$ cat src/common/sbtc_pkg.sv
// constants and state types shared by the timer/counter design
package sbtc_pkg;
    // apb address width and register indexes (byte address = 4 * index)
    localparam int unsigned ADDR_W        = 12;
    localparam logic [9:0]  IDX_INTCTL    = 10'h00b;
    localparam logic [9:0]  IDX_PFLAGS    = 10'h00c;
    localparam logic [9:0]  IDX_CNT_LO    = 10'h00e;
    localparam logic [9:0]  IDX_CNT_HI    = 10'h00f;
    localparam logic [9:0]  IDX_TCTL      = 10'h010;
    localparam logic [9:0]  IDX_CMP_LO    = 10'h015;
    localparam logic [9:0]  IDX_CMP_HI    = 10'h016;
    localparam logic [9:0]  IDX_CMP_MODE  = 10'h017;
    localparam logic [9:0]  IDX_PENABLES  = 10'h08c;

    // interrupt control fields
    localparam int unsigned BIT_GLOBAL_EN = 7;
    localparam int unsigned BIT_PERIPH_EN = 6;
    localparam logic [7:0]  INTCTL_RESET  = 8'h00;

    // peripheral flag and enable layout
    localparam int unsigned FLAG_OVF      = 0;
    localparam int unsigned FLAG_CMP      = 2;
    localparam logic [7:0]  FLAG_MASK     = 8'h05;
    localparam logic [7:0]  PFLAGS_RESET  = 8'h00;
    localparam logic [7:0]  PENABLES_RESET = 8'h00;

    // timer control fields
    localparam int unsigned BIT_ON        = 0;
    localparam int unsigned BIT_SRC       = 1;
    localparam int unsigned BIT_ASYNC     = 2;
    localparam int unsigned BIT_OSC_EN    = 3;
    localparam int unsigned PS_LSB        = 4;
    localparam logic [5:0]  TCTL_RESET    = 6'h00;

    // compare unit
    localparam logic [3:0]  CMP_MODE_TRIG = 4'hb;
    localparam logic [3:0]  CMP_MODE_RESET = 4'h0;
    localparam logic [7:0]  CMP_RESET     = 8'h00;

    // instruction clock is the core clock divided by four
    localparam int unsigned INSTR_DIV     = 4;
    localparam logic [1:0]  ICYC_LAST     = 2'(INSTR_DIV - 1);

    // register state of the top module
    typedef struct packed {
        logic [7:0]  intctl;
        logic [7:0]  pflags;
        logic [7:0]  penables;
        logic [5:0]  tctl;
        logic [7:0]  cmp_lo;
        logic [7:0]  cmp_hi;
        logic [3:0]  cmp_mode;
        logic [1:0]  icyc;
        logic [2:0]  sync;
        logic [31:0] rdata;
    } sbtc_state_s;

    // prescaler state
    typedef struct packed {
        logic [2:0] cnt;
    } sbtc_presc_s;
endpackage : sbtc_pkg

$ cat src/common/sbtc_if.sv
// link between the timer core and its prescaler
`timescale 1ns/100ps
`default_nettype none
interface sbtc_if;
    logic       src_tick;  // one pulse per source edge
    logic [1:0] sel;       // prescale select
    logic       clr;       // clear the prescale counter
    logic       tick;      // prescaled count pulse
    modport core  (output src_tick, output sel, output clr, input tick);
    modport presc (input src_tick, input sel, input clr, output tick);
endinterface : sbtc_if
`default_nettype wire

$ cat src/sbtc_top.sv
// sixteen bit timer/counter with prescaler, crystal oscillator and compare clear
`timescale 1ns/100ps
`default_nettype none
module sbtc_top (
    // clock and power-on/brown-out reset
    input  wire logic        pclk,
    input  wire logic        presetn,
    // other resets and power state, same clock domain
    input  wire logic        soft_reset_n,
    input  wire logic        sleep_req,
    // apb slave
    input  wire logic        psel,
    input  wire logic        penable,
    input  wire logic        pwrite,
    input  wire logic [11:0] paddr,
    input  wire logic [31:0] pwdata,
    output logic      [31:0] prdata,
    output logic             pready,
    output logic             pslverr,
    // pins
    input  wire logic        ext_clock_pin,
    input  wire logic        osc_input_pin,
    output logic             osc_output_pin,
    output logic             osc_enable,
    // interrupt to the processor
    output logic             irq
);
    sbtc_pkg::sbtc_state_s s_q;      // registered control state
    sbtc_pkg::sbtc_state_s s_d;      // next control state
    logic [15:0]           count_q;  // timer count, never reset
    logic [15:0]           count_d;  // next count

    sbtc_if pif ();                  // prescaler link

    // register decode, used by the read mux, write strobes and error answer
    function automatic logic hit(input logic [11:0] a, input logic [9:0] idx);
        hit = (a[11:2] == idx) && (a[1:0] == 2'h0);
    endfunction : hit

    // true for any mapped register
    function automatic logic mapped(input logic [11:0] a);
        mapped = hit(a, sbtc_pkg::IDX_INTCTL) || hit(a, sbtc_pkg::IDX_PFLAGS)
              || hit(a, sbtc_pkg::IDX_CNT_LO) || hit(a, sbtc_pkg::IDX_CNT_HI)
              || hit(a, sbtc_pkg::IDX_TCTL)   || hit(a, sbtc_pkg::IDX_CMP_LO)
              || hit(a, sbtc_pkg::IDX_CMP_HI) || hit(a, sbtc_pkg::IDX_CMP_MODE)
              || hit(a, sbtc_pkg::IDX_PENABLES);
    endfunction : mapped

    // apb write strobes, taken at the access edge only
    logic wr_en;       // any accepted write
    logic wr_cnt_lo;   // low count byte write
    logic wr_cnt_hi;   // high count byte write
    logic wr_cnt;      // either count byte written
    logic wr_tctl;     // control register write
    assign wr_en     = psel && penable && pwrite && mapped(paddr);
    assign wr_cnt_lo = wr_en && hit(paddr, sbtc_pkg::IDX_CNT_LO);
    assign wr_cnt_hi = wr_en && hit(paddr, sbtc_pkg::IDX_CNT_HI);
    assign wr_cnt    = wr_cnt_lo || wr_cnt_hi;
    assign wr_tctl   = wr_en && hit(paddr, sbtc_pkg::IDX_TCTL);

    // apb answers: zero wait, data captured during setup
    assign pready  = 1'b1;
    assign prdata  = s_q.rdata;
    assign pslverr = psel && penable && !mapped(paddr);

    // control field views
    logic       timer_on;   // timer_on_bit
    logic       src_ext;    // clock_source_select
    logic       async_mode; // ext_sync_control set
    logic [1:0] presc_sel;  // prescale_select
    assign timer_on   = s_q.tctl[sbtc_pkg::BIT_ON];
    assign src_ext    = s_q.tctl[sbtc_pkg::BIT_SRC];
    assign async_mode = s_q.tctl[sbtc_pkg::BIT_ASYNC];
    assign presc_sel  = s_q.tctl[sbtc_pkg::PS_LSB +: 2];

    // oscillator amplifier: sleep is not an input here, so it runs on
    assign osc_enable     = s_q.tctl[sbtc_pkg::BIT_OSC_EN];
    assign osc_output_pin = osc_enable && !osc_input_pin;

    // external source is the oscillator when it is on, else the clock pin
    logic ext_src;  // raw pin level before synchronising
    assign ext_src = osc_enable ? osc_input_pin : ext_clock_pin;

    // rising edge seen after the two synchroniser stages
    logic ext_rise;
    assign ext_rise = s_q.sync[1] && !s_q.sync[2];

    // source tick: instruction clock stops in sleep; async counting goes on
    logic src_tick;
    always_comb begin
        if (src_ext) begin
            src_tick = ext_rise && (async_mode || !sleep_req);
        end else begin
            src_tick = (s_q.icyc == sbtc_pkg::ICYC_LAST) && !sleep_req;
        end
    end

    // prescaler hookup
    assign pif.src_tick = src_tick && timer_on;
    assign pif.sel      = presc_sel;
    assign pif.clr      = wr_cnt;

    sbtc_presc u_presc (
        .pclk    (pclk),
        .presetn (presetn),
        .pif     (pif.presc)
    );

    // compare match: pair is the period; not promised in async mode
    logic trig;
    assign trig = (s_q.cmp_mode == sbtc_pkg::CMP_MODE_TRIG) && timer_on && !async_mode
               && (count_q == {s_q.cmp_hi, s_q.cmp_lo});

    // overflow only from a real wrap, never from the trigger clear
    logic ovf_evt;
    assign ovf_evt = pif.tick && (count_q == 16'hffff) && !trig && !wr_cnt;

    // count: write first, then trigger clear, then increment
    always_comb begin
        count_d = count_q;
        if (wr_cnt_lo) begin
            count_d[7:0] = pwdata[7:0];
        end else if (wr_cnt_hi) begin
            count_d[15:8] = pwdata[7:0];
        end else if (trig) begin
            count_d = 16'h0000;
        end else if (pif.tick) begin
            count_d = count_q + 16'h0001;
        end
    end

    // the count has no reset branch, so no reset of any kind touches it
    always_ff @(posedge pclk) begin
        count_q <= count_d;
    end

    // read mux for the setup-phase capture
    function automatic logic [7:0] rd_byte(input logic [11:0] a,
                                           input sbtc_pkg::sbtc_state_s s,
                                           input logic [15:0] c);
        rd_byte = 8'h00;
        if (hit(a, sbtc_pkg::IDX_INTCTL))   rd_byte = s.intctl;
        if (hit(a, sbtc_pkg::IDX_PFLAGS))   rd_byte = s.pflags;
        if (hit(a, sbtc_pkg::IDX_PENABLES)) rd_byte = s.penables;
        if (hit(a, sbtc_pkg::IDX_CNT_LO))   rd_byte = c[7:0];
        if (hit(a, sbtc_pkg::IDX_CNT_HI))   rd_byte = c[15:8];
        if (hit(a, sbtc_pkg::IDX_TCTL))     rd_byte = {2'h0, s.tctl};
        if (hit(a, sbtc_pkg::IDX_CMP_LO))   rd_byte = s.cmp_lo;
        if (hit(a, sbtc_pkg::IDX_CMP_HI))   rd_byte = s.cmp_hi;
        if (hit(a, sbtc_pkg::IDX_CMP_MODE)) rd_byte = {4'h0, s.cmp_mode};
    endfunction : rd_byte

    // next control state
    always_comb begin
        s_d = s_q;
        // pin synchroniser; stage 0 is read only by stage 1
        s_d.sync = {s_q.sync[1:0], ext_src};
        // instruction clock phase
        s_d.icyc = s_q.icyc + 2'h1;
        // read data caught in the setup cycle
        if (psel && !penable) begin
            s_d.rdata = {24'h00_0000, rd_byte(paddr, s_q, count_q)};
        end
        // software writes
        if (wr_en && hit(paddr, sbtc_pkg::IDX_INTCTL)) begin
            s_d.intctl = pwdata[7:0];
        end
        if (wr_en && hit(paddr, sbtc_pkg::IDX_PFLAGS)) begin
            s_d.pflags = s_q.pflags & ~(pwdata[7:0] & sbtc_pkg::FLAG_MASK);
        end
        if (wr_en && hit(paddr, sbtc_pkg::IDX_PENABLES)) begin
            s_d.penables = pwdata[7:0] & sbtc_pkg::FLAG_MASK;
        end
        if (wr_tctl) begin
            s_d.tctl = pwdata[5:0];
        end
        if (wr_en && hit(paddr, sbtc_pkg::IDX_CMP_LO)) begin
            s_d.cmp_lo = pwdata[7:0];
        end
        if (wr_en && hit(paddr, sbtc_pkg::IDX_CMP_HI)) begin
            s_d.cmp_hi = pwdata[7:0];
        end
        if (wr_en && hit(paddr, sbtc_pkg::IDX_CMP_MODE)) begin
            s_d.cmp_mode = pwdata[3:0];
        end
        // other resets clear interrupt state but keep the control register
        if (!soft_reset_n) begin
            s_d.intctl[7:1] = 7'h00;
            s_d.pflags      = sbtc_pkg::PFLAGS_RESET;
            s_d.penables    = sbtc_pkg::PENABLES_RESET;
        end
        // events set flags after the clear, so a coincident set survives
        if (ovf_evt) begin
            s_d.pflags[sbtc_pkg::FLAG_OVF] = 1'b1;
        end
        if (trig) begin
            s_d.pflags[sbtc_pkg::FLAG_CMP] = 1'b1;
        end
    end

    // state register; presetn stands for power-on and brown-out reset
    always_ff @(posedge pclk or negedge presetn) begin
        if (!presetn) begin
            s_q          <= '0;
            s_q.intctl   <= sbtc_pkg::INTCTL_RESET;
            s_q.pflags   <= sbtc_pkg::PFLAGS_RESET;
            s_q.penables <= sbtc_pkg::PENABLES_RESET;
            s_q.tctl     <= sbtc_pkg::TCTL_RESET;
            s_q.cmp_lo   <= sbtc_pkg::CMP_RESET;
            s_q.cmp_hi   <= sbtc_pkg::CMP_RESET;
            s_q.cmp_mode <= sbtc_pkg::CMP_MODE_RESET;
        end else begin
            s_q <= s_d;
        end
    end

    // interrupt: masked flags, then peripheral and global enables
    always_comb begin
        irq = s_q.intctl[sbtc_pkg::BIT_GLOBAL_EN] && s_q.intctl[sbtc_pkg::BIT_PERIPH_EN]
           && |(s_q.pflags & s_q.penables);
    end

    // checks next to the logic they guard
    a_osc_follow: assert property (@(posedge pclk) disable iff (!presetn)
        wr_tctl |=> osc_enable == $past(pwdata[3])) else $error("osc enable mismatch");
    a_osc_sleep: assert property (@(posedge pclk) disable iff (!presetn)
        (osc_enable && sleep_req && !wr_tctl) |=> osc_enable)
        else $error("osc stopped in sleep");
    a_trig_clear: assert property (@(posedge pclk) disable iff (!presetn)
        (trig && !wr_cnt) |=> count_q == 16'h0000) else $error("trigger did not clear");
    a_trig_noovf: assert property (@(posedge pclk) disable iff (!presetn)
        (trig && !s_q.pflags[0] && !$past(ovf_evt)) |=> !s_q.pflags[0])
        else $error("trigger set overflow");
    a_async_notrig: assert property (@(posedge pclk) disable iff (!presetn)
        async_mode |-> !trig) else $error("trigger in async mode");
    a_write_wins: assert property (@(posedge pclk) disable iff (!presetn)
        (trig && wr_cnt_lo) |=> count_q[7:0] == $past(pwdata[7:0]))
        else $error("clear beat write");
    a_ctl_reset: assert property (@(posedge pclk)
        $rose(presetn) |-> s_q.tctl == 6'h00) else $error("control not reset");
    a_ctl_keep: assert property (@(posedge pclk) disable iff (!presetn)
        (!soft_reset_n && !wr_tctl) |=> $stable(s_q.tctl))
        else $error("other reset changed control");
    a_hi_write: assert property (@(posedge pclk) disable iff (!presetn)
        wr_cnt_hi |=> count_q[15:8] == $past(pwdata[7:0]))
        else $error("high byte write lost");
    a_flag_set: assert property (@(posedge pclk) disable iff (!presetn)
        (ovf_evt && soft_reset_n) |=> s_q.pflags[0]) else $error("overflow flag not set");
    a_global_gate: assert property (@(posedge pclk) disable iff (!presetn)
        !s_q.intctl[7] |-> !irq) else $error("irq without global enable");
    a_count_inc: assert property (@(posedge pclk) disable iff (!presetn)
        (pif.tick && !trig && !wr_cnt) |=> count_q == $past(count_q) + 16'h0001)
        else $error("count did not advance");
    a_irq_cause: assert property (@(posedge pclk) disable iff (!presetn)
        irq |-> s_q.intctl[6] && ((s_q.pflags[0] && s_q.penables[0])
                               || (s_q.pflags[2] && s_q.penables[2])))
        else $error("irq without cause");
endmodule : sbtc_top
`default_nettype wire

$ cat src/sbtc_presc.sv
// prescaler dividing source ticks by 1, 2, 4 or 8
`timescale 1ns/100ps
`default_nettype none
module sbtc_presc (
    // clock and reset
    input  wire logic pclk,
    input  wire logic presetn,
    // link to the core
    sbtc_if.presc     pif
);
    sbtc_pkg::sbtc_presc_s s_q;  // registered state
    sbtc_pkg::sbtc_presc_s s_d;  // next state

    // low bits that must all be ones before a tick passes
    function automatic logic [2:0] ratio_mask(input logic [1:0] sel);
        ratio_mask = 3'((4'h1 << sel) - 4'h1);
    endfunction : ratio_mask

    // a tick passes when the counted low bits are all ones
    assign pif.tick = pif.src_tick && ((s_q.cnt & ratio_mask(pif.sel)) == ratio_mask(pif.sel));

    // counter: clear wins, then count each source tick
    always_comb begin
        s_d = s_q;
        if (pif.clr) begin
            s_d.cnt = 3'h0;
        end else if (pif.tick) begin
            s_d.cnt = 3'h0;
        end else if (pif.src_tick) begin
            s_d.cnt = s_q.cnt + 3'h1;
        end
    end

    // state register
    always_ff @(posedge pclk or negedge presetn) begin
        if (!presetn) begin
            s_q <= '0;
        end else begin
            s_q <= s_d;
        end
    end

    a_presc_clear: assert property (@(posedge pclk) disable iff (!presetn)
        pif.clr |=> s_q.cnt == 3'h0) else $error("prescaler not cleared");
    a_presc_ratio: assert property (@(posedge pclk) disable iff (!presetn)
        (pif.src_tick && pif.sel == 2'h3 && s_q.cnt != 3'h7) |-> !pif.tick)
        else $error("divide by eight ticked early");
endmodule : sbtc_presc
`default_nettype wire

$ cat config.mk
export PLATFORM = sky130hd
export DESIGN_NAME = sbtc_top
export DESIGN_NICKNAME = d
export VERILOG_FILES = /design/src/common/sbtc_pkg.sv /design/src/common/sbtc_if.sv /design/src/sbtc_top.sv /design/src/sbtc_presc.sv
export SDC_FILE = /design/constraint.sdc
export NUM_CORES = 1
export LEC_CHECK = 0
export BUFFER_PORTS_ARGS = -buffer_cell sky130_fd_sc_hd__buf_2
export CAP_MARGIN = 20
export CORE_ASPECT_RATIO = 0.75
export CORE_UTILIZATION = 40
export CTS_BUF_LIST = sky130_fd_sc_hd__clkbuf_4 sky130_fd_sc_hd__clkbuf_8
export CTS_CLUSTER_DIAMETER = 60
export DETAILED_ROUTE_END_ITERATION = 7
export SYNTH_ARGS = -nofsm -noshare
export SYNTH_HDL_FRONTEND = slang
export SYNTH_HIERARCHICAL = 1
export SYNTH_SLANG_ARGS = --single-unit
$ cat constraint.sdc
create_clock -name pclk -period 3.4 [get_ports pclk]
set_input_delay 0.17 -clock pclk [delete_from_list [all_inputs] [get_ports pclk]]
set_output_delay 0.17 -clock pclk [all_outputs]
set_load 0.05 [all_outputs]
==> out/results.txt <==
Outcome -> finished clean
Wire length per cell -> 19.7 um
Die area -> 12,000 um^2
WP data required -> 3390 ps
CP most frequent cell -> nor2b_1
Minimum clock period -> 2590 ps
Final period utilization -> 76.3%
Die Ht -> 95.2 um
Ys flop type -> dfrtp_1
CP max FO -> 8
Setup_tns -> 0 ps
Post-synthesis sequential area ratio -> 39.6%
Num ports -> 90
Synthesized instance count -> 469
Routed vias/inst -> 5.73
Top cell family by delay on the critical path -> simple AND/OR/NAND/NOR gates
Post-synth EDFFs -> 16
Non-Filler Instances -> 644
Nets -> 555
Seq cells post-synth -> 70
Worst min path class -> input pin to register
CORE AREA -> 11,100 um^2
Clk pin slew, worst setup/hold paths -> 80 ps
P_leak -> 2.27 nW
GP Congestion -> 0.880
CTS tree -> built
Critical path startpoint category -> register
Post-detail-place hpwl -> 9320 um
Crit end category -> register
Area Overhead vs Synth -> 8.49%
Worst path cell trace -> nor2b_1 -> nor3_1 -> a21oi_1 -> nor2b_1 -> and3_2 -> nor2_1 -> o21bai_1
Pwr dens -> 354 nW/um^2
Post-synthesis cell area -> 4630 um^2
Count of cells resized by post-cts repair -> 0
Vias -> 3,693
CP Class -> register to register
Largest net degree at the start of global routing -> 35
# fillers -> 1,058
Crit path buf inv count -> 0
Clock root cell -> clkbuf_8
Iteration-0 DRC Markers -> 382
Share of cells above drive strength 1 -> 16.3%
Worst-margin pin slew -> 931 ps
Final antenna-violating net count -> 0
Die Wd -> 126 um
Fraction of registers with async set/reset -> 77.1%
ANT cells -> 0
Pwr Total -> 1.78 mW
Maxcap violations -> 0
Setup Viol. Count Final -> 0
Unrepaired setup endpoints after global routing -> no
Drc violations -> 0
Slowest stage delay, CP -> 640 ps
DRT Wirelength -> 12,700 um
H-tree levels -> 3
Fin. Hold Viols -> 0
Global-route wire length before repair -> 20,200 um
Syn avg cell area -> 9.87 um^2
Max Slew Vio Count -> 0
First-pass iteration count of the detailed router -> 5
GRT Util Overall -> 22.6%
Worst-case clock buffer depth -> 2
CTS Buf Count -> 9
Ys Warns -> 6
R2R Setup Slk -> 810 ps
Synth cell types -> 66
Crit-path slowest cell -> o21bai_1
Latest clock arrival within the worst-skew pair -> 360 ps
CTS Sinks -> 70
Worst slew margin -> 37.8%
Port Buffer Count -> 40
Crit path DAT -> 2580 ps
Grt total ovfl -> 0
Initial Utilization -> 41.7%
Vias in the first global route -> 3,435
Worst vdd ir -> 0.167 mV
Peak Freq -> 386 MHz
Row Count -> 33
Cell total after placement -> 627
Initial antenna violation count -> 0
Worst Skew -> 12.8 ps
# Post-CTS Setup Buffers -> 0
layout by cell type (no fill, tap or decap), types with 4 or more instances in the layout:
cell and n:
clkbuf_8 9, a21o_1 17, dfrtp_1 54, nand4_1 10, a311oi_1 7, nand2b_1 8, buf_4 8, and3_1 6
nand2_1 21, buf_2 40, xor2_1 23, nor4_1 5, o21bai_1 4, mux2i_1 18, a21oi_1 17, conb_1 25
inv_1 10, nor2b_1 21, edfxtp_1 16, mux2_1 27, nor2_1 28, nand3_1 18, xnor2_1 8, o21ai_0 13
nor3_1 21, nand2_2 4
per-layer routing:
layer	GRT usage [%]	share of wire [%]	vias to the layer above
li1	-	-	1713
met2	32.2	42	150
met3	4.99	7.8	13
met1	34.2	50	1817
met5	0	0	-
met4	5.72	1.1	0
sequential cells by signal, indices dropped and copies added (netlist names):
signal,cells
async_mode,1
count_q,16
osc_enable,1
pif.sel,2
prdata,8
s_d,2
s_q,37
u_presc/s_q,3
worst paths after layout:
kind                                        startpoint                    end  cells after the start
worst min register to register       s_d[33]$_DFF_PN0_      s_d[34]$_DFF_PN0_                      0
min in group asynchronous                      presetn  prdata[1]$_DFFE_PN0P_                      2
worst min-delay path                     ext_clock_pin      s_d[33]$_DFF_PN0_                      2
worst max-delay path            async_mode$_DFFE_PN0P_   count_q[0]$_DFFE_PP_                      7
worst max register to register  async_mode$_DFFE_PN0P_   count_q[0]$_DFFE_PP_                      7
max in group asynchronous                      presetn    s_q[55]$_DFFE_PN0P_                      3
per-stage QoR:
step / hold slack [ps] / utilization, % / instance area, um^2 / setup slack [ps]
finish: 35.8 / 45.2 / 5020 / 806
global route: 40.2 / 45.2 / 5020 / 524
CTS: 28.0 / 45.2 / 5020 / 809
detailed placement: 284 / 43.4 / 4820 / 640
global placement: 276 / 43.4 / 4820 / 665
floorplan: -126 / - / 4720 / 785
power breakdown:
group	switching (mW)	leakage (nW)	internal, mW	total (mW)
logic	0.171	1.30	0.0415	0.212
clock network	0.342	0.101	0.357	0.699
registers	0.00362	0.875	0.862	0.866
cell usage after synthesis (all sizes together) (2+ instances only):
master,number,area [um^2]
a221o,3,30.0
and4,3,26.3
dfrtp,54,1350
and2,3,18.8
a32o,2,20.0
edfxtp,16,480
mux2i,18,180
nand4,10,62.6
xnor2,8,70.1
a21o,17,128
nor3b,3,32.5
and3,7,45.1
nor2,28,105
buf,41,290
nor2b,21,131
conb,2,7.51
a31oi,4,40.0
nand2b,8,50.1
xor2,23,201
nor4,7,65.1
nor3,22,115
o31ai,2,15.0
inv,10,37.5
o21ai,14,70.1
o21bai,4,30.0
nand3,18,90.1
or4,2,18.8
clkbuf,12,45.0
and3b,2,17.5
nand2,25,104
o22ai,2,12.5
ha,3,37.5
a311oi,9,114
a21oi,17,85.1
a22o,3,26.3
mux2,29,327
a211oi,2,15.0
final cells by class:
class / count / area, um^2 / share of cell area, %
Clock buffer: 11 / 139 / 2.77
Clock inverter: 5 / 57.6 / 1.15
Inverter: 10 / 37.5 / 0.747
Multi-Input combinational cell: 359 / 2510 / 50.0
Sequential cell: 70 / 1830 / 36.5
Tap cell: 140 / 175 / 3.49
Timing Repair Buffer: 49 / 270 / 5.38
cells by family (layout without fill, tap and decap cells):
family          after synthesis  in the layout  share of synthesized area (%)
fa+ha+maj                     3              3                          0.811
xor+xnor                     31             31                           5.86
mux                          47             47                           10.9
compound gates               88             88                           14.3
other cells                   2             25                          0.162
flops                        70             70                           39.6
simple gates                165            165                           20.3
buf+inv                      63             75                           8.05
repair_timing:
action	CTS	global route
endpoints found under the hold margin	32	0
endpoints found under the setup margin	0	0
hold buffers	1	0
No activity file was read; power rests on OpenSTA's default activity.
